[src/hw/pmic_cfg_map.vh]
`ifndef PMIC_CFG_MAP_VH
`define PMIC_CFG_MAP_VH

// register offsets
`define OFS_PASSWORD 8'h10
`define OFS_LIMIT_CFG 8'h14
`define OFS_PFAIL_CFG 8'h15
`define OFS_BUCK_ONE 8'h16

// reset values
`define RST_LIMIT_CFG 8'hC0
`define RST_PFAIL_CFG 8'h00
`define RST_BUCK_ONE 8'h99
`define RST_VCODE 6'h19
`define RST_PULSE_SKIP 1'b1
`define RST_UVLO_HYST 1'b1
`define RST_RDATA 8'h00
`define RST_SYNC 3'h7
`define RST_LEVEL 1'b1

// writable bits; everything else reads zero
`define MASK_LIMIT_CFG 8'hCF
`define MASK_PFAIL_CFG 8'h3F
`define MASK_BUCK_ONE 8'hBF

// field positions
`define BIT_WARM_ROUTE 7
`define BIT_UVLO_HYST 6
`define SW3_LIM_HI 3
`define SW3_LIM_LO 2
`define SW2_LIM_HI 1
`define SW2_LIM_LO 0
`define PFOFF_HI 5
`define PFOFF_LO 3
`define DISCH_HI 2
`define DISCH_LO 0
`define BIT_PULSE_SKIP 7
`define VCODE_HI 5
`define VCODE_LO 0

// unlock key, arbitrary value
`define PW_KEY_DEFAULT 8'h5A

// monitor blanking time and clock rate
`define MON_BLANK_MS 5
`define CLK_KHZ 125000

`endif

[src/hw/pmic_cfg_regs.v]
`timescale 1ns/10ps
`default_nettype none
`include "pmic_cfg_map.vh"

module pmic_cfg_regs #(
  parameter [7:0] PW_KEY = `PW_KEY_DEFAULT,
  parameter CNT_W = 20,
  parameter [CNT_W-1:0] BLANK_CYCLES = `MON_BLANK_MS * `CLK_KHZ
) (
  input wire mclk,
  input wire srst,
  input wire reg_wr,
  input wire reg_rd,
  input wire [7:0] reg_addr,
  input wire [7:0] reg_wdata,
  output reg [7:0] reg_rdata_q,
  output reg reg_wr_refused_q,
  input wire voltage_commit,
  input wire voltage_commit_with_disable,
  input wire [2:0] switch_enable,
  input wire powerfail_comparator_out,
  input wire general_pin_three_in,
  input wire general_pin_three_level,
  output reg general_pin_three_out_q,
  output reg general_pin_three_oe_q,
  output reg buck_pair_warm_reset_q,
  output reg uvlo_hyst_wide_q,
  output reg [1:0] switch_three_current_limit_q,
  output reg [1:0] switch_two_current_limit_q,
  output reg [2:0] switch_on_q,
  output reg [2:0] switch_discharge_q,
  output reg pulse_skip_enable_q,
  output reg [5:0] buck_one_vout_code_q,
  output reg monitor_blank_q
);

  reg [7:0] limit_cfg_q;
  reg [7:0] pfail_cfg_q;
  reg [7:0] buck_one_q;
  reg [7:0] unlock_addr_q;
  reg unlock_q;
  reg [CNT_W-1:0] blank_cnt_q;
  reg [2:0] pf_sync_q;
  reg pf_level_q;
  reg [2:0] pin_sync_q;
  reg pin_level_q;
  reg [7:0] limit_cfg_d;
  reg [7:0] pfail_cfg_d;
  reg [7:0] buck_one_d;
  reg [7:0] reg_rdata_d;
  reg [CNT_W-1:0] blank_cnt_d;
  reg monitor_blank_d;
  reg [5:0] buck_one_vout_code_d;
  reg [2:0] switch_on_d;
  reg [2:0] switch_discharge_d;
  reg general_pin_three_oe_d;
  reg buck_pair_warm_reset_d;

  localparam [CNT_W-1:0] CNT_ZERO = {CNT_W{1'b0}};
  localparam [CNT_W-1:0] CNT_ONE = {{(CNT_W-1){1'b0}}, 1'b1};

  wire hit_limit = reg_addr == `OFS_LIMIT_CFG;
  wire hit_pfail = reg_addr == `OFS_PFAIL_CFG;
  wire hit_buck = reg_addr == `OFS_BUCK_ONE;
  wire hit_pw = reg_addr == `OFS_PASSWORD;
  wire hit_prot = hit_limit | hit_pfail | hit_buck;
  wire wr_ok = reg_wr & hit_prot & unlock_q & (unlock_addr_q == reg_addr);
  // the disable half of a commit lives outside; here both commit alike
  wire commit = voltage_commit | voltage_commit_with_disable;

  // masked write keeps reserved bits at zero
  function [7:0] mwrite;
    input [7:0] data;
    input [7:0] mask;
    begin
      mwrite = data & mask;
    end
  endfunction

  // an input from a pin: level moves only when stages two and three agree
  function filt;
    input [2:0] s;
    input cur;
    begin
      filt = (s[1] == s[2]) ? s[2] : cur;
    end
  endfunction

  // power-fail pin idles high, so reset leaves no false trip behind
  always @(posedge mclk) begin
    if (srst) begin
      pf_sync_q <= `RST_SYNC;
      pf_level_q <= `RST_LEVEL;
    end else begin
      pf_sync_q <= {pf_sync_q[1:0], powerfail_comparator_out};
      pf_level_q <= filt(pf_sync_q, pf_level_q);
    end
  end

  // warm-reset request pin, active low, idles high
  always @(posedge mclk) begin
    if (srst) begin
      pin_sync_q <= `RST_SYNC;
      pin_level_q <= `RST_LEVEL;
    end else begin
      pin_sync_q <= {pin_sync_q[1:0], general_pin_three_in};
      pin_level_q <= filt(pin_sync_q, pin_level_q);
    end
  end

  // unlock: key xor target address, good for the very next write only
  always @(posedge mclk) begin
    if (srst) begin
      unlock_q <= 1'b0;
      unlock_addr_q <= 8'h00;
    end else if (reg_wr) begin
      // any write spends the unlock; a wrong key leaves it useless
      unlock_q <= hit_pw;
      unlock_addr_q <= reg_wdata ^ PW_KEY;
    end
  end

  always @(posedge mclk) begin
    if (srst) begin
      reg_wr_refused_q <= 1'b0;
    end else begin
      reg_wr_refused_q <= reg_wr & hit_prot & ~wr_ok;
    end
  end

  always @* begin
    limit_cfg_d = limit_cfg_q;
    pfail_cfg_d = pfail_cfg_q;
    buck_one_d = buck_one_q;
    if (wr_ok & hit_limit) begin
      limit_cfg_d = mwrite(reg_wdata, `MASK_LIMIT_CFG);
    end
    if (wr_ok & hit_pfail) begin
      pfail_cfg_d = mwrite(reg_wdata, `MASK_PFAIL_CFG);
    end
    if (wr_ok & hit_buck) begin
      buck_one_d = mwrite(reg_wdata, `MASK_BUCK_ONE);
    end
  end

  always @(posedge mclk) begin
    if (srst) begin
      limit_cfg_q <= `RST_LIMIT_CFG;
      pfail_cfg_q <= `RST_PFAIL_CFG;
      buck_one_q <= `RST_BUCK_ONE;
    end else begin
      limit_cfg_q <= limit_cfg_d;
      pfail_cfg_q <= pfail_cfg_d;
      buck_one_q <= buck_one_d;
    end
  end

  // reads answer one cycle later; unmapped and password read zero
  function [7:0] read_mux;
    input [7:0] addr;
    input [7:0] lim;
    input [7:0] pfl;
    input [7:0] bck;
    begin
      case (addr)
        `OFS_LIMIT_CFG: read_mux = lim;
        `OFS_PFAIL_CFG: read_mux = pfl;
        `OFS_BUCK_ONE: read_mux = bck;
        default: read_mux = `RST_RDATA;
      endcase
    end
  endfunction

  // read data holds until the next read
  always @* begin
    reg_rdata_d = reg_rdata_q;
    if (reg_rd) begin
      reg_rdata_d = read_mux(reg_addr, limit_cfg_q, pfail_cfg_q, buck_one_q);
    end
  end

  always @(posedge mclk) begin
    if (srst) begin
      reg_rdata_q <= `RST_RDATA;
    end else begin
      reg_rdata_q <= reg_rdata_d;
    end
  end

  // a rewrite during blanking restarts the full window
  // blank window start
  always @* begin
    blank_cnt_d = blank_cnt_q;
    monitor_blank_d = 1'b0;
    if (wr_ok & hit_buck) begin
      blank_cnt_d = BLANK_CYCLES;
      monitor_blank_d = 1'b1;
    end else if (blank_cnt_q != CNT_ZERO) begin
      blank_cnt_d = blank_cnt_q - CNT_ONE;
      monitor_blank_d = blank_cnt_q != CNT_ONE;
    end
  end

  always @(posedge mclk) begin
    if (srst) begin
      blank_cnt_q <= CNT_ZERO;
      monitor_blank_q <= 1'b0;
    end else begin
      blank_cnt_q <= blank_cnt_d;
      monitor_blank_q <= monitor_blank_d;
    end
  end

  always @(posedge mclk) begin
    if (srst) begin
      pulse_skip_enable_q <= `RST_PULSE_SKIP;
    end else begin
      pulse_skip_enable_q <= buck_one_q[`BIT_PULSE_SKIP];
    end
  end

  always @* begin
    buck_one_vout_code_d = buck_one_vout_code_q;
    if (commit) begin
      buck_one_vout_code_d = buck_one_q[`VCODE_HI:`VCODE_LO];
    end
  end

  // codes above the documented range pass unchanged
  always @(posedge mclk) begin
    if (srst) begin
      buck_one_vout_code_q <= `RST_VCODE;
    end else begin
      buck_one_vout_code_q <= buck_one_vout_code_d;
    end
  end

  always @* begin
    general_pin_three_oe_d = ~limit_cfg_q[`BIT_WARM_ROUTE] & ~general_pin_three_level;
    buck_pair_warm_reset_d = limit_cfg_q[`BIT_WARM_ROUTE] & ~pin_level_q;
  end

  // output is open drain: only ever pulled low, oe one pulls the pin down
  always @(posedge mclk) begin
    if (srst) begin
      general_pin_three_out_q <= 1'b0;
      general_pin_three_oe_q <= 1'b0;
      buck_pair_warm_reset_q <= 1'b0;
    end else begin
      general_pin_three_out_q <= 1'b0;
      general_pin_three_oe_q <= general_pin_three_oe_d;
      buck_pair_warm_reset_q <= buck_pair_warm_reset_d;
    end
  end

  always @(posedge mclk) begin
    if (srst) begin
      uvlo_hyst_wide_q <= `RST_UVLO_HYST;
      switch_three_current_limit_q <= 2'h0;
      switch_two_current_limit_q <= 2'h0;
    end else begin
      uvlo_hyst_wide_q <= limit_cfg_q[`BIT_UVLO_HYST];
      switch_three_current_limit_q <= limit_cfg_q[`SW3_LIM_HI:`SW3_LIM_LO];
      switch_two_current_limit_q <= limit_cfg_q[`SW2_LIM_HI:`SW2_LIM_LO];
    end
  end

  always @* begin
    switch_on_d = switch_enable & ~(pfail_cfg_q[`PFOFF_HI:`PFOFF_LO] & {3{~pf_level_q}});
    switch_discharge_d = pfail_cfg_q[`DISCH_HI:`DISCH_LO] & ~switch_on_q;
  end

  // discharge trails the switch by a cycle, so the two overlap for one cycle when a switch turns on
  always @(posedge mclk) begin
    if (srst) begin
      switch_on_q <= 3'h0;
      switch_discharge_q <= 3'h0;
    end else begin
      switch_on_q <= switch_on_d;
      switch_discharge_q <= switch_discharge_d;
    end
  end

endmodule // pmic_cfg_regs
`default_nettype wire

[config.mk]
export PLATFORM = sky130hd
export DESIGN_NAME = pmic_cfg_regs
export DESIGN_NICKNAME = d
export VERILOG_FILES = /design/src/hw/pmic_cfg_regs.v
export VERILOG_INCLUDE_DIRS = /design/src /design/src/hw
export SDC_FILE = /design/constraint.sdc
export NUM_CORES = 1
export LEC_CHECK = 0
export BUFFER_PORTS_ARGS = -buffer_cell sky130_fd_sc_hd__buf_2
export CORE_AREA = 2 2 81 83
export CTS_CLUSTER_DIAMETER = 150
export DETAILED_ROUTE_END_ITERATION = 16
export DIE_AREA = 0 0 83 85
export HOLD_SLACK_MARGIN = 0.03
export PLACE_DENSITY = 0.88
export SETUP_SLACK_MARGIN = 0.05
export SYNTH_ARGS = -nofsm -noshare
export SYNTH_HDL_FRONTEND = slang
export SYNTH_SLANG_ARGS = --single-unit
[constraint.sdc]
create_clock -name mclk -period 3 [get_ports mclk]
set_input_delay 0.15 -clock mclk [delete_from_list [all_inputs] [get_ports mclk]]
set_output_delay 0.15 -clock mclk [all_outputs]
set_load 0.01 [all_outputs]
==> impl_results.html, run 1 <==
<table>
<tr><th>Metric</th><th>Value</th></tr>
<tr><th colspan="2">Status</th></tr>
<tr><td>Run status</td><td>complete, no violations</td></tr>
<tr><th colspan="2">Finish</th></tr>
<tr><td>Fraction of layout instances using a drive strength above 1</td><td>about a fifth</td></tr>
<tr><td>Nets@finish</td><td>482</td></tr>
<tr><td>Core utilization of the finished layout</td><td>between 60% and 70%</td></tr>
<tr><td>Antenna diode instance count</td><td>0</td></tr>
<tr><td>Filler Cells Inserted</td><td>473</td></tr>
<tr><td>Sequential cell area in the final layout</td><td>between 1500 and 2000 um^2</td></tr>
<tr><td>Synthesis-to-layout area growth</td><td>16.9%</td></tr>
<tr><td>Area of the multi-input gates</td><td>1770 um^2</td></tr>
<tr><th colspan="2">Worst setup path</th></tr>
<tr><td>Arrival time reported for the critical path endpoint</td><td>2350 ps</td></tr>
<tr><td>Source of the worst register-to-register timing path</td><td>unlock_addr_q[7]</td></tr>
<tr><td>Element type at the critical path start</td><td>register</td></tr>
<tr><td>Crit Reg-Reg Endpoint</td><td>blank_cnt_q[18]</td></tr>
<tr><td>Number of cells on the worst reg-to-reg path</td><td>6</td></tr>
<tr><td>R2R Setup Slk</td><td>880 ps</td></tr>
<tr><td>Cell Chain, Critical Path</td><td>xnor2_1 -&gt; nand4_4 -&gt; or4_1 -&gt; buf_4 -&gt; nand2_1 -&gt; nor2_1</td></tr>
<tr><td>Delay contributed by the slowest stage of the critical path</td><td>550 ps</td></tr>
<tr><td>Maximum fanout along the worst path</td><td>15</td></tr>
<tr><td>Top Family by Delay on Critical Path</td><td>simple AND/OR/NAND/NOR gates</td></tr>
<tr><td>Data required time of the critical path</td><td>between 3000 and 4000 ps</td></tr>
<tr><td>Critical Path Sink Type</td><td>register</td></tr>
<tr><td>Number of buffers and inverters on the critical path</td><td>1</td></tr>
<tr><td>Setup CP Type</td><td>reg -&gt; reg</td></tr>
<tr><td>CP max stage cell</td><td>or4_1</td></tr>
<tr><th colspan="2">Clock network</th></tr>
<tr><td>Depth of the CTS H-tree</td><td>3</td></tr>
<tr><td>CTS sink cnt</td><td>86</td></tr>
<tr><td>Buffer count from post-CTS setup fixing</td><td>0</td></tr>
<tr><td>Clock-pin slew reported for the worst setup and hold paths after clock tree synthesis</td><td>80 ps</td></tr>
<tr><td>Root Driver</td><td>clkbuf_8</td></tr>
<tr><td>Number of clock buffers inserted by TritonCTS</td><td>9</td></tr>
<tr><td>TritonCTS clock tree</td><td>yes</td></tr>
<tr><td>Clock insertion delay at the later pin of the skew report</td><td>350 ps</td></tr>
<tr><td>Bufs on Longest Clock Path</td><td>2</td></tr>
<tr><th colspan="2">Place</th></tr>
<tr><td>DP Wirelength</td><td>5680 um</td></tr>
<tr><td>Port Buffer Count</td><td>57</td></tr>
<tr><td>Weighted congestion at the end of routability-driven global placement</td><td>0.932</td></tr>
<tr><th colspan="2">Global route</th></tr>
<tr><td>Global Route Usage Sum</td><td>23.6%</td></tr>
<tr><td>Wire length of the first global-routing pass</td><td>13500 um</td></tr>
<tr><td>Vias in the first global route</td><td>between 2000 and 3000</td></tr>
<tr><td>Aggregate global routing overflow</td><td>0</td></tr>
<tr><td>Largest net degree at the start of global routing</td><td>60</td></tr>
<tr><td>Antenna violations before repair</td><td>0</td></tr>
<tr><th colspan="2">STA</th></tr>
<tr><td>Number of slew-limit violations in the final report</td><td>0</td></tr>
<tr><td>Relative slew slack</td><td>46.6%</td></tr>
<tr><td>Count of endpoints failing hold in the final timing report</td><td>0</td></tr>
<tr><td>Final setup viols</td><td>0</td></tr>
<tr><td>Worst Clk Skew</td><td>between 10 and 15 ps</td></tr>
<tr><td>Achievable Freq</td><td>471 MHz</td></tr>
<tr><td>Slew at the pin closest to its max-slew limit</td><td>794 ps</td></tr>
<tr><td>Unrepaired setup endpoints after global routing</td><td>false</td></tr>
<tr><td>Setup TNS Final</td><td>0 ps</td></tr>
<tr><td>Shortest period the worst path allows</td><td>2120 ps</td></tr>
<tr><td>Post-route clock period utilization</td><td>70.8%</td></tr>
<tr><th colspan="2">Yosys</th></tr>
<tr><td>Top post-synthesis cells by area</td><td>dfxtp_1 (48%), mux2i_1 (5.9%), nor2_1 (5.1%), a21oi_1 (3.9%), nand2_1 (3.8%)</td></tr>
<tr><td>Number of warnings issued by yosys</td><td>0</td></tr>
<tr><td>Number of instances in the synthesized netlist</td><td>391</td></tr>
<tr><td>Post-Syn Area per Cell</td><td>9.15 um^2</td></tr>
<tr><td>Most frequent cell after synthesis</td><td>dfxtp_1</td></tr>
<tr><td>Number of flops mapped to enable cells by yosys</td><td>0</td></tr>
<tr><td>Part of the Yosys area used for sequential elements</td><td>48.1%</td></tr>
<tr><td>Count of unique library cells instantiated by Yosys</td><td>46</td></tr>
<tr><td>Syn Std Cell Area</td><td>3580 um^2</td></tr>
<tr><td>Synth Flop Type</td><td>dfxtp_1</td></tr>
<tr><td>Leading post-synthesis cells by instance count</td><td>dfxtp_1 (86), nor2_1 (49), nand2_1 (36)</td></tr>
<tr><td>Fraction of synthesis flops using an asynchronous set or reset pin</td><td>0%</td></tr>
<tr><td>Largest area contributor in the synthesized netlist</td><td>dfxtp_1</td></tr>
<tr><td>Synthesized Nets</td><td>422</td></tr>
<tr><td>Yosys top cell area share</td><td>around half</td></tr>
<tr><td>Number of synthesized register bits</td><td>86</td></tr>
<tr><th colspan="2">Floorplanning</th></tr>
<tr><td>Total number of placement rows</td><td>29</td></tr>
<tr><td>Die Ht</td><td>approximately 85 um</td></tr>
<tr><td>Initial core utilization</td><td>57.7%</td></tr>
<tr><td>Number of top-level pins</td><td>59</td></tr>
<tr><td>Die area</td><td>around 7100 um^2</td></tr>
<tr><td>Horizontal die dimension</td><td>between 80 and 90 um</td></tr>
<tr><td>Placeable core region</td><td>6200 um^2</td></tr>
<tr><th colspan="2">Worst hold path</th></tr>
<tr><td>Worst Hold End</td><td>buck_one_q[4]</td></tr>
<tr><td>Class of the tightest hold or removal check</td><td>in -&gt; reg</td></tr>
<tr><td>Hold path cells</td><td>3</td></tr>
<tr><td>Startpoint of the worst hold path</td><td>reg_wdata[4]</td></tr>
<tr><th colspan="2">Routing</th></tr>
<tr><td>Average routed wire per standard cell</td><td>roughly 15 um</td></tr>
<tr><td>1st-pass router iterations</td><td>5</td></tr>
<tr><td>Routed via count</td><td>3033</td></tr>
<tr><td>Iteration-0 DRC Markers</td><td>about 190</td></tr>
<tr><td>Total length of routed wires</td><td>8070 um</td></tr>
<tr><td>Remaining number of nets flagged by the antenna check after routing</td><td>0</td></tr>
<tr><td>Drt drc</td><td>0</td></tr>
<tr><td>Drt via density</td><td>~5.7</td></tr>
<tr><th colspan="2">Power and ir drop</th></tr>
<tr><td>Maximum VDD drop</td><td>around 530 uV</td></tr>
<tr><td>Static leakage</td><td>roughly 1.6 nW</td></tr>
<tr><td>Cell area power density</td><td>around 780 nW/um^2</td></tr>
<tr><th colspan="2">Job</th></tr>
<tr><td>Max-cap viol count</td><td>0</td></tr>
</table>
==> registers in the layout (all words and copies together) (netlist names), 3 cells and up <==
signal and count:
pin_sync_q 3, switch_on_q 3, reg_rdata_q 8, buck_one_vout_code_q 6, pf_sync_q 3, blank_cnt_q 20
unlock_addr_q 8, pfail_cfg_q 6, switch_discharge_q 3, buck_one_q 7, limit_cfg_q 6
==> worst max-delay path by stage <==
stage | start | end | slack, ps | cells past startpoint
floorplan | unlock_addr_q[4] | blank_cnt_q[0] | 1170 | 7
global placement | reg_addr[1] | blank_cnt_q[4] | 890 | 7
detailed placement | reg_addr[1] | blank_cnt_q[18] | 790 | 7
CTS | unlock_addr_q[7] | blank_cnt_q[18] | 860 | 6
global route | blank_cnt_q[0] | blank_cnt_q[1] | 720 | 6
finish | unlock_addr_q[7] | blank_cnt_q[18] | 880 | 6
==> tightest hold or removal path: stages <==
cell and delay (ps):
buf_2 110, nand2_1 50, nand3_1 70
==> layout by cell type (no fill, tap or decap), types with 3 or more instances in the layout <==
cell type / synthesis / routed
nor2b_1: 6 / 6
xor2_1: 9 / 9
nand2b_1: 11 / 11
nand3_1: 20 / 20
or2_2: 8 / 8
mux2i_1: 21 / 21
clkbuf_8: 0 / 9
nor4_2: 4 / 4
nand2_1: 36 / 36
dfxtp_1: 86 / 86
o22ai_1: 4 / 4
and3_1: 3 / 3
nor3_1: 10 / 10
o211ai_1: 4 / 4
nor3b_1: 4 / 4
a211oi_1: 3 / 3
buf_4: 1 / 3
o21ai_0: 13 / 13
inv_1: 3 / 3
ha_1: 3 / 3
dlygate4sd3_1: 0 / 6
buf_2: 3 / 57
a21oi_1: 28 / 28
or4_1: 4 / 4
xnor2_1: 10 / 10
and2_1: 5 / 5
nor2_1: 49 / 49
nand4_1: 5 / 5
==> layer usage <==
layer,track usage (%),vias to the layer above,wire length (um)
met4,12.2,0,174
met2,40.4,103,4070
li1,-,1482,-
met1,28.5,1427,3490
met3,4.18,21,337
met5,0,-,0
==> cells by family after synthesis <==
| kind of cell | after synthesis | share of synthesized area (%) |
|---|---|---|
| mux | 22 | 6.19 |
| other cells | 1 | 0.105 |
| fa+ha+maj | 3 | 1.05 |
| simple gates | 178 | 27.6 |
| flops | 86 | 48.1 |
| buf+inv | 21 | 2.41 |
| xor+xnor | 19 | 4.65 |
| compound gates | 61 | 9.90 |
==> through the flow <==
stage                     setup WS (ps)  instance area (um^2)  power, mW  hold slack, ps  cells
after global placement              889                  3910       2.36             320    511
after global routing                720                  4180       3.48            48.2    533
after CTS                           861                  4180       3.27            52.3    533
after detailed placement            790                  3910       2.40             325    511
final                               877                  4180       3.28            63.6    533
after floorplan                    1170                  3580       2.16             227    391
==> what timing repair did <==
| item | 4_1_cts | 5_1_grt |
|---|---|---|
| gates resized for setup | 0 | 0 |
| hold endpoints to repair | 6 | 0 |
| hold buffers | 6 | 0 |
==> power by group <==
part           internal, mW  switching [mW]  leakage, nW  total (mW)
sequential             1.27           0.135        0.701        1.41
clock                 0.471           0.404        0.104       0.875
combinational         0.393           0.598        0.841       0.991
==> cell type report <==
cell class | instances | share of cell area [%]
Tap cell | 77 | 2.30
Inverter | 4 | 0.359
Clock buffer | 11 | 3.14
Sequential cell | 86 | 41.2
Multi-Input combinational cell | 284 | 42.3
Clock inverter | 5 | 1.94
Timing Repair Buffer | 66 | 8.79
Note: power is estimated with default switching activity, not from simulation.
==> run 2, diff against run 1 <==
ABC_AREA = 1   (was default)
CORE_AREA = 2 2 91 93   (was 2 2 81 83)
DIE_AREA = 0 0 93 95   (was 0 0 83 85)
PLACE_DENSITY = 0.8   (was 0.88)
clock period = 1.7 ns   (was 3 ns; I/O delays follow)
==> impl_results.html, run 2 <==
<table>
<tr><th>Metric</th><th>Value</th></tr>
<tr><th colspan="2">Status</th></tr>
<tr><td>Run status</td><td>complete, no violations</td></tr>
<tr><th colspan="2">Floorplanning</th></tr>
<tr><td>Placeable core region</td><td>7930 um^2 (+28%)</td></tr>
<tr><td>Die area</td><td>8840 um^2 (+25%)</td></tr>
<tr><td>Horizontal die dimension</td><td>93 um (+12%)</td></tr>
<tr><td>Number of top-level pins</td><td>59 (unchanged)</td></tr>
<tr><td>Initial core utilization</td><td>48.8% (-8.8 points)</td></tr>
<tr><td>Total number of placement rows</td><td>33 (+14%)</td></tr>
<tr><td>Die Ht</td><td>95 um (+12%)</td></tr>
<tr><th colspan="2">Yosys</th></tr>
<tr><td>Number of flops mapped to enable cells by yosys</td><td>0 (unchanged)</td></tr>
<tr><td>Syn Std Cell Area</td><td>3870 um^2 (+8.2%)</td></tr>
<tr><td>Synthesized Nets</td><td>553 (+31%)</td></tr>
<tr><td>Largest area contributor in the synthesized netlist</td><td>dfxtp_1</td></tr>
<tr><td>Post-Syn Area per Cell</td><td>7.42 um^2 (-19%)</td></tr>
<tr><td>Number of instances in the synthesized netlist</td><td>522 (+34%)</td></tr>
<tr><td>Top post-synthesis cells by area</td><td>dfxtp_1 (44%), nand2_1 (11%), nor2_1 (7.6%), inv_1 (4.8%), a21oi_1 (4.3%)</td></tr>
<tr><td>Count of unique library cells instantiated by Yosys</td><td>35 (-24%)</td></tr>
<tr><td>Leading post-synthesis cells by instance count</td><td>nand2_1 (117), dfxtp_1 (86), nor2_1 (78)</td></tr>
<tr><td>Synth Flop Type</td><td>dfxtp_1</td></tr>
<tr><td>Yosys top cell area share</td><td>44.5% (-3.7 points)</td></tr>
<tr><td>Number of warnings issued by yosys</td><td>0 (unchanged)</td></tr>
<tr><td>Number of synthesized register bits</td><td>86 (unchanged)</td></tr>
<tr><td>Most frequent cell after synthesis</td><td>nand2_1</td></tr>
<tr><td>Fraction of synthesis flops using an asynchronous set or reset pin</td><td>0% (unchanged)</td></tr>
<tr><td>Part of the Yosys area used for sequential elements</td><td>44.5% (-3.7 points)</td></tr>
<tr><th colspan="2">Routing</th></tr>
<tr><td>Remaining number of nets flagged by the antenna check after routing</td><td>0 (unchanged)</td></tr>
<tr><td>1st-pass router iterations</td><td>5 (unchanged)</td></tr>
<tr><td>Drt drc</td><td>0 (unchanged)</td></tr>
<tr><td>Routed via count</td><td>3623 (+19%)</td></tr>
<tr><td>Drt via density</td><td>5.04 (-11%)</td></tr>
<tr><td>Iteration-0 DRC Markers</td><td>126 (-35%)</td></tr>
<tr><td>Total length of routed wires</td><td>9440 um (+17%)</td></tr>
<tr><td>Average routed wire per standard cell</td><td>13.1 um (-13%)</td></tr>
<tr><th colspan="2">Finish</th></tr>
<tr><td>Leading registers by flop count</td><td>blank_cnt_q (20), reg_rdata_q (8), unlock_addr_q (8)</td></tr>
<tr><td>Fraction of layout instances using a drive strength above 1</td><td>22.3% (+1.9 points)</td></tr>
<tr><td>Sequential cell area in the final layout</td><td>1720 um^2 (about the same)</td></tr>
<tr><td>Post-Layout Inst Area</td><td>4740 um^2 (+13%)</td></tr>
<tr><td>Most common cell after layout, fill and taps aside</td><td>nand2_1</td></tr>
<tr><td>Antenna diode instance count</td><td>0 (unchanged)</td></tr>
<tr><td>Top library cells by usage in the layout, fill and taps aside</td><td>nand2_1 (116), dfxtp_1 (85), nor2_1 (74)</td></tr>
<tr><td>Synthesis-to-layout area growth</td><td>22.4%</td></tr>
<tr><td>Filler Cells Inserted</td><td>725 (+53%)</td></tr>
<tr><td>Nets@finish</td><td>640 (+33%)</td></tr>
<tr><td>Largest register FFs</td><td>20 (unchanged)</td></tr>
<tr><td>Top reg by flops</td><td>blank_cnt_q</td></tr>
<tr><td>Area of the multi-input gates</td><td>1900 um^2 (+7.4%)</td></tr>
<tr><th colspan="2">Global route</th></tr>
<tr><td>Wire length of the first global-routing pass</td><td>15000 um (+11%)</td></tr>
<tr><td>Largest net degree at the start of global routing</td><td>36 (-40%)</td></tr>
<tr><td>Global Route Usage Sum</td><td>22.0% (-1.6 points)</td></tr>
<tr><td>Aggregate global routing overflow</td><td>0 (unchanged)</td></tr>
<tr><td>Antenna violations before repair</td><td>0 (unchanged)</td></tr>
<tr><td>Vias in the first global route</td><td>3285 (+13%)</td></tr>
<tr><th colspan="2">STA</th></tr>
<tr><td>Unrepaired setup endpoints after global routing</td><td>false</td></tr>
<tr><td>Worst Clk Skew</td><td>10.3 ps (-1.11 ps)</td></tr>
<tr><td>Post-route clock period utilization</td><td>91.7% (+21 points)</td></tr>
<tr><td>Setup TNS Final</td><td>0 ps (unchanged)</td></tr>
<tr><td>Achievable Freq</td><td>642 MHz (+36%)</td></tr>
<tr><td>Final setup viols</td><td>0 (unchanged)</td></tr>
<tr><td>Count of endpoints failing hold in the final timing report</td><td>0 (unchanged)</td></tr>
<tr><td>Number of slew-limit violations in the final report</td><td>0 (unchanged)</td></tr>
<tr><td>Shortest period the worst path allows</td><td>1560 ps (-564 ps)</td></tr>
<tr><th colspan="2">Place</th></tr>
<tr><td>DP Wirelength</td><td>6800 um (+20%)</td></tr>
<tr><td>Area after detailed placement</td><td>4270 um^2 (+9.2%)</td></tr>
<tr><td>Port Buffer Count</td><td>57 (unchanged)</td></tr>
<tr><td>Weighted congestion at the end of routability-driven global placement</td><td>1.00 (+7.3%)</td></tr>
<tr><th colspan="2">Clock network</th></tr>
<tr><td>Number of clock buffers inserted by TritonCTS</td><td>9 (unchanged)</td></tr>
<tr><td>TritonCTS clock tree</td><td>yes</td></tr>
<tr><td>Bufs on Longest Clock Path</td><td>2 (unchanged)</td></tr>
<tr><td>Root Driver</td><td>clkbuf_8</td></tr>
<tr><td>CTS sink cnt</td><td>86 (unchanged)</td></tr>
<tr><td>Clock-pin slew reported for the worst setup and hold paths after clock tree synthesis</td><td>100 ps (+20 ps)</td></tr>
<tr><td>Depth of the CTS H-tree</td><td>3 (unchanged)</td></tr>
<tr><td>Clock insertion delay at the later pin of the skew report</td><td>370 ps (+20 ps)</td></tr>
<tr><th colspan="2">Worst setup path</th></tr>
<tr><td>Data required time of the critical path</td><td>2010 ps (-1220 ps)</td></tr>
<tr><td>Setup CP Type</td><td>reg -&gt; reg</td></tr>
<tr><td>Element type at the critical path start</td><td>register</td></tr>
<tr><td>Arrival time reported for the critical path endpoint</td><td>1860 ps (-490 ps)</td></tr>
<tr><td>Critical Path Sink Type</td><td>register</td></tr>
<tr><td>Maximum fanout along the worst path</td><td>4 (-11)</td></tr>
<tr><th colspan="2">Power and ir drop</th></tr>
<tr><td>Static leakage</td><td>2.26 nW (+37%)</td></tr>
<tr><td>Maximum VDD drop</td><td>589 uV (+11%)</td></tr>
<tr><td>Sequential cell fraction of total power</td><td>40.2% (-2.8 points)</td></tr>
<tr><td>Switching fraction of total power</td><td>39.6% (+4.9 points)</td></tr>
<tr><td>Internal power</td><td>3.69 mW (+73%)</td></tr>
<tr><td>Cell area power density</td><td>1290 nW/um^2 (+65%)</td></tr>
<tr><td>Switching power total</td><td>2.43 mW (+110%)</td></tr>
<tr><td>Part of the total power dissipated in combinational logic</td><td>36.7% (+6.5 points)</td></tr>
<tr><td>Power share of the clock group</td><td>23.1% (-3.6 points)</td></tr>
<tr><th colspan="2">Worst hold path</th></tr>
<tr><td>Class of the tightest hold or removal check</td><td>in -&gt; reg</td></tr>
<tr><th colspan="2">Job</th></tr>
<tr><td>Max-cap viol count</td><td>0 (unchanged)</td></tr>
</table>
## run 2: layout make-up
type	instances	share of cell area [%]
Clock buffer	9	2.61
Clock inverter	7	1.56
Inverter	57	4.52
Multi-Input combinational cell	366	40.1
Sequential cell	86	36.4
Tap cell	105	2.77
Timing Repair Buffer	89	12.1
## run 2: power by group through the flow
| stage | Clock, mW | Sequential, mW | Combinational, mW |
|---|---|---|---|
| 2_1_floorplan | 0 | 2.45 | 1.63 |
| 3_3_place_gp | 0 | 2.48 | 2.03 |
| 3_5_place_dp | 0 | 2.49 | 2.09 |
| 4_1_cts | 1.43 | 2.45 | 2.14 |
| 5_1_grt | 1.52 | 2.49 | 2.52 |
| 6_report | 1.42 | 2.46 | 2.25 |
## run 2: routing by layer
| metal | GRT usage [%] | up-vias | wire length [um] |
|---|---|---|---|
| met2 | 38.5 | 95 | 4740 |
| li1 | - | 1845 | - |
| met4 | 10.3 | 0 | 228 |
| met3 | 3.27 | 16 | 359 |
| met5 | 0 | - | 0 |
| met1 | 26.6 | 1667 | 4110 |
## run 2: through the flow
stage	instances	setup WS [ps]	total power, mW	hold WS, ps	utilization [%]
floorplan	522	209	4.08	162	-
global route	719	50.3	6.53	50.9	59.8
finish	719	141	6.12	37.0	59.8
CTS	714	60.0	6.02	31.3	58.7
detailed placement	679	84.0	4.58	255	53.9
global placement	679	127	4.51	249	53.9
## run 2: final timing paths
check	startpoint	to	slack, ps	depth (start not counted)
setup reg to reg	blank_cnt_q[0]	blank_cnt_q[1]	140	8
hold reg to reg	switch_on_q[2]	switch_discharge_q[2]	420	1
hold / removal	voltage_commit_with_disable	buck_one_vout_code_q[3]	40	4
setup / recovery	blank_cnt_q[0]	blank_cnt_q[1]	140	8
## run 2: cells by family (layout without fill, tap and decap cells)
group	Yosys count	in the layout	share of synthesized area, %
adders and majority gates	3	3	0.970
and+or+nand+nor	280	282	34.1
buffers and inverters	72	162	7.95
AOI/OAI and AO/OA	70	70	10.1
DFF	86	86	44.5
other	1	1	0.0969
xor gates and xnor gates	10	10	2.26
## run 2: worst max-delay path, stage by stage, from the launching register on
cell     delay [ps]
dfxtp_1         370
inv_1            80
ha_1            210
inv_1            50
nor2_1           50
nand4_1         230
inv_1           120
or2_2           290
a21oi_1         110
## run 2: timing repair
action | in CTS | in global routing
hold buffers | 19 | 0
buffers inserted | 0 | 3
endpoints found under the hold margin | 20 | 0
endpoints found under the setup margin | 0 | 22
resized for setup | 0 | 10
==> run 3, diff against run 2 <==
PLACE_DENSITY = 0.74   (was 0.8)
==> impl_results.html, run 3 (synthesized netlist as in run 2, its figures left out) <==
<table>
<tr><th>Metric</th><th>Value</th></tr>
<tr><th colspan="2">Worst setup path</th></tr>
<tr><td>Element type at the critical path start</td><td>register</td></tr>
<tr><td>Top Family by Delay on Critical Path</td><td>simple AND/OR/NAND/NOR gates</td></tr>
<tr><td>Number of cells on the worst reg-to-reg path</td><td>8 (unchanged)</td></tr>
<tr><td>Number of buffers and inverters on the critical path</td><td>3 (unchanged)</td></tr>
<tr><td>Delay contributed by the slowest stage of the critical path</td><td>360 ps (about the same)</td></tr>
<tr><td>Maximum fanout along the worst path</td><td>4 (unchanged)</td></tr>
<tr><td>R2R Setup Slk</td><td>160 ps (+20 ps)</td></tr>
<tr><td>Cell Chain, Critical Path</td><td>inv_1 -&gt; ha_1 -&gt; inv_1 -&gt; nor2_1 -&gt; nand4_1 -&gt; inv_1 -&gt; or2_2 -&gt; a21oi_1</td></tr>
<tr><td>Setup CP Type</td><td>reg -&gt; reg</td></tr>
<tr><td>Critical Path Sink Type</td><td>register</td></tr>
<tr><td>Data required time of the critical path</td><td>2000 ps (about the same)</td></tr>
<tr><td>CP max stage cell</td><td>dfxtp_1</td></tr>
<tr><td>Library cell appearing most often on the critical path</td><td>inv_1</td></tr>
<tr><td>Arrival time reported for the critical path endpoint</td><td>1830 ps (-30 ps)</td></tr>
<tr><td>Critical Path Stages</td><td>8 (unchanged)</td></tr>
<tr><th colspan="2">Finish</th></tr>
<tr><td>Top library cells by usage in the layout, fill and taps aside</td><td>nand2_1 (117), dfxtp_1 (86), nor2_1 (77)</td></tr>
<tr><td>Largest register FFs</td><td>20 (unchanged)</td></tr>
<tr><td>Post-Layout Inst Area</td><td>4700 um^2 (-0.82%)</td></tr>
<tr><td>Most common cell after layout, fill and taps aside</td><td>nand2_1</td></tr>
<tr><td>Synthesis-to-layout area growth</td><td>21.4%</td></tr>
<tr><td>Leading registers by flop count</td><td>blank_cnt_q (20), reg_rdata_q (8), unlock_addr_q (8)</td></tr>
<tr><td>Antenna diode instance count</td><td>0 (unchanged)</td></tr>
<tr><td>Top reg by flops</td><td>blank_cnt_q</td></tr>
<tr><td>Nets@finish</td><td>635 (-0.78%)</td></tr>
<tr><td>Filler Cells Inserted</td><td>746 (+2.9%)</td></tr>
<tr><td>Fraction of layout instances using a drive strength above 1</td><td>21.3% (-0.97 points)</td></tr>
<tr><th colspan="2">Routing</th></tr>
<tr><td>Drt drc</td><td>0 (unchanged)</td></tr>
<tr><td>Remaining number of nets flagged by the antenna check after routing</td><td>0 (unchanged)</td></tr>
<tr><td>1st-pass router iterations</td><td>5 (unchanged)</td></tr>
<tr><td>Drt via density</td><td>5.05 (+0.14%)</td></tr>
<tr><td>Average routed wire per standard cell</td><td>13.1 um (-0.14%)</td></tr>
<tr><td>Routed via count</td><td>3603 (-0.55%)</td></tr>
<tr><td>Total length of routed wires</td><td>9360 um (-0.84%)</td></tr>
<tr><td>Iteration-0 DRC Markers</td><td>187 (+48%)</td></tr>
<tr><th colspan="2">Status</th></tr>
<tr><td>Run status</td><td>complete, no violations</td></tr>
<tr><th colspan="2">Global route</th></tr>
<tr><td>Wire length of the first global-routing pass</td><td>14900 um (-0.69%)</td></tr>
<tr><td>Aggregate global routing overflow</td><td>0 (unchanged)</td></tr>
<tr><td>Global Route Usage Sum</td><td>21.5% (-0.49 points)</td></tr>
<tr><td>Antenna violations before repair</td><td>0 (unchanged)</td></tr>
<tr><td>Largest net degree at the start of global routing</td><td>40 (+11%)</td></tr>
<tr><td>Vias in the first global route</td><td>3308 (+0.70%)</td></tr>
<tr><th colspan="2">Place</th></tr>
<tr><td>Area after detailed placement</td><td>4300 um^2 (+0.64%)</td></tr>
<tr><td>DP Wirelength</td><td>6660 um (-2.1%)</td></tr>
<tr><td>Weighted congestion at the end of routability-driven global placement</td><td>0.926 (-7.4%)</td></tr>
<tr><td>Port Buffer Count</td><td>57 (unchanged)</td></tr>
<tr><th colspan="2">STA</th></tr>
<tr><td>Number of slew-limit violations in the final report</td><td>0 (unchanged)</td></tr>
<tr><td>Final setup viols</td><td>0 (unchanged)</td></tr>
<tr><td>Unrepaired setup endpoints after global routing</td><td>true</td></tr>
<tr><td>Shortest period the worst path allows</td><td>1540 ps (-21.7 ps)</td></tr>
<tr><td>Setup TNS Final</td><td>0 ps (unchanged)</td></tr>
<tr><td>Post-route clock period utilization</td><td>90.4% (-1.3 points)</td></tr>
<tr><td>Worst Clk Skew</td><td>11.5 ps (+1.20 ps)</td></tr>
<tr><td>Achievable Freq</td><td>651 MHz (+1.4%)</td></tr>
<tr><td>Count of endpoints failing hold in the final timing report</td><td>0 (unchanged)</td></tr>
<tr><th colspan="2">Clock network</th></tr>
<tr><td>Root Driver</td><td>clkbuf_8</td></tr>
<tr><td>Clock-pin slew reported for the worst setup and hold paths after clock tree synthesis</td><td>90 ps (about the same)</td></tr>
<tr><td>TritonCTS clock tree</td><td>yes</td></tr>
<tr><td>Bufs on Longest Clock Path</td><td>2 (unchanged)</td></tr>
<tr><td>Depth of the CTS H-tree</td><td>3 (unchanged)</td></tr>
<tr><td>Number of clock buffers inserted by TritonCTS</td><td>9 (unchanged)</td></tr>
<tr><td>Buffer count from post-CTS setup fixing</td><td>0 (unchanged)</td></tr>
<tr><td>CTS sink cnt</td><td>86 (unchanged)</td></tr>
<tr><td>Clock insertion delay at the later pin of the skew report</td><td>360 ps (about the same)</td></tr>
<tr><th colspan="2">Job</th></tr>
<tr><td>Max-cap viol count</td><td>0 (unchanged)</td></tr>
<tr><th colspan="2">Floorplanning</th></tr>
<tr><td>Die Ht</td><td>95 um (unchanged)</td></tr>
<tr><td>Total number of placement rows</td><td>33 (unchanged)</td></tr>
<tr><td>Die area</td><td>8840 um^2 (unchanged)</td></tr>
<tr><td>Initial core utilization</td><td>48.8% (unchanged)</td></tr>
<tr><td>Horizontal die dimension</td><td>93 um (unchanged)</td></tr>
<tr><td>Number of top-level pins</td><td>59 (unchanged)</td></tr>
<tr><td>Placeable core region</td><td>7930 um^2 (unchanged)</td></tr>
<tr><th colspan="2">Worst hold path</th></tr>
<tr><td>Hold path cells</td><td>4 (unchanged)</td></tr>
<tr><td>Class of the tightest hold or removal check</td><td>in -&gt; reg</td></tr>
<tr><th colspan="2">Power and ir drop</th></tr>
<tr><td>Static leakage</td><td>2.25 nW (-0.52%)</td></tr>
<tr><td>Maximum VDD drop</td><td>887 uV (+51%)</td></tr>
<tr><td>Cell area power density</td><td>1310 nW/um^2 (+1.3%)</td></tr>
</table>
[run 3: what timing repair did]
item | CTS | global route
hold buffers | 16 | 0
resized for setup | 0 | 6
setup endpoints to repair | 0 | 29
endpoints found under the hold margin | 12 | 0
[run 3: metal layers]
layer,routed length [um],vias to the layer above,GRT usage [%]
met5,0,-,0
met4,220,0,9.68
met3,448,17,3.27
met2,4580,106,36.8
met1,4110,1644,26.8
li1,-,1836,-
[run 3: tightest hold or removal path, stage by stage]
cell and delay (ps):
buf_2 70, nor2_1 70, nand2_1 60, nand3_1 60
[run 3: cell type report]
cell class	instances	area [um^2]	share of cell area, %
Multi-Input combinational cell	365	1870	39.8
Sequential cell	86	1720	36.6
Timing Repair Buffer	85	556	11.8
Inverter	57	214	4.55
Tap cell	105	131	2.80
Clock buffer	9	124	2.64
Clock inverter	7	81.3	1.73
[run 3: path summary, 6_finish.rpt]
check / startpoint / to
worst min register to register: pin_sync_q[0] / pin_sync_q[1]
worst max register to register: blank_cnt_q[0] / blank_cnt_q[1]
worst max-delay path: blank_cnt_q[0] / blank_cnt_q[1]
worst min-delay path: voltage_commit / buck_one_vout_code_q[3]
[run 3: power breakdown]
group	internal, mW	switching (mW)
Clock	0.700	0.788
Combinational	0.865	1.35
Sequential	2.25	0.200
[run 3: stage by stage]
| stage | instances | hold WS, ps | setup slack [ps] | power, mW | utilization (%) |
|---|---|---|---|---|---|
| final | 714 | 45.9 | 163 | 6.15 | 59.3 |
| after global routing | 714 | 35.4 | 26.6 | 6.60 | 59.3 |
| after CTS | 713 | 36.5 | 114 | 6.11 | 58.8 |
| after detailed placement | 681 | 256 | 135 | 4.60 | 54.2 |
| after global placement | 681 | 260 | 148 | 4.55 | 54.2 |
| after floorplan | 522 | 162 | 209 | 4.08 | - |
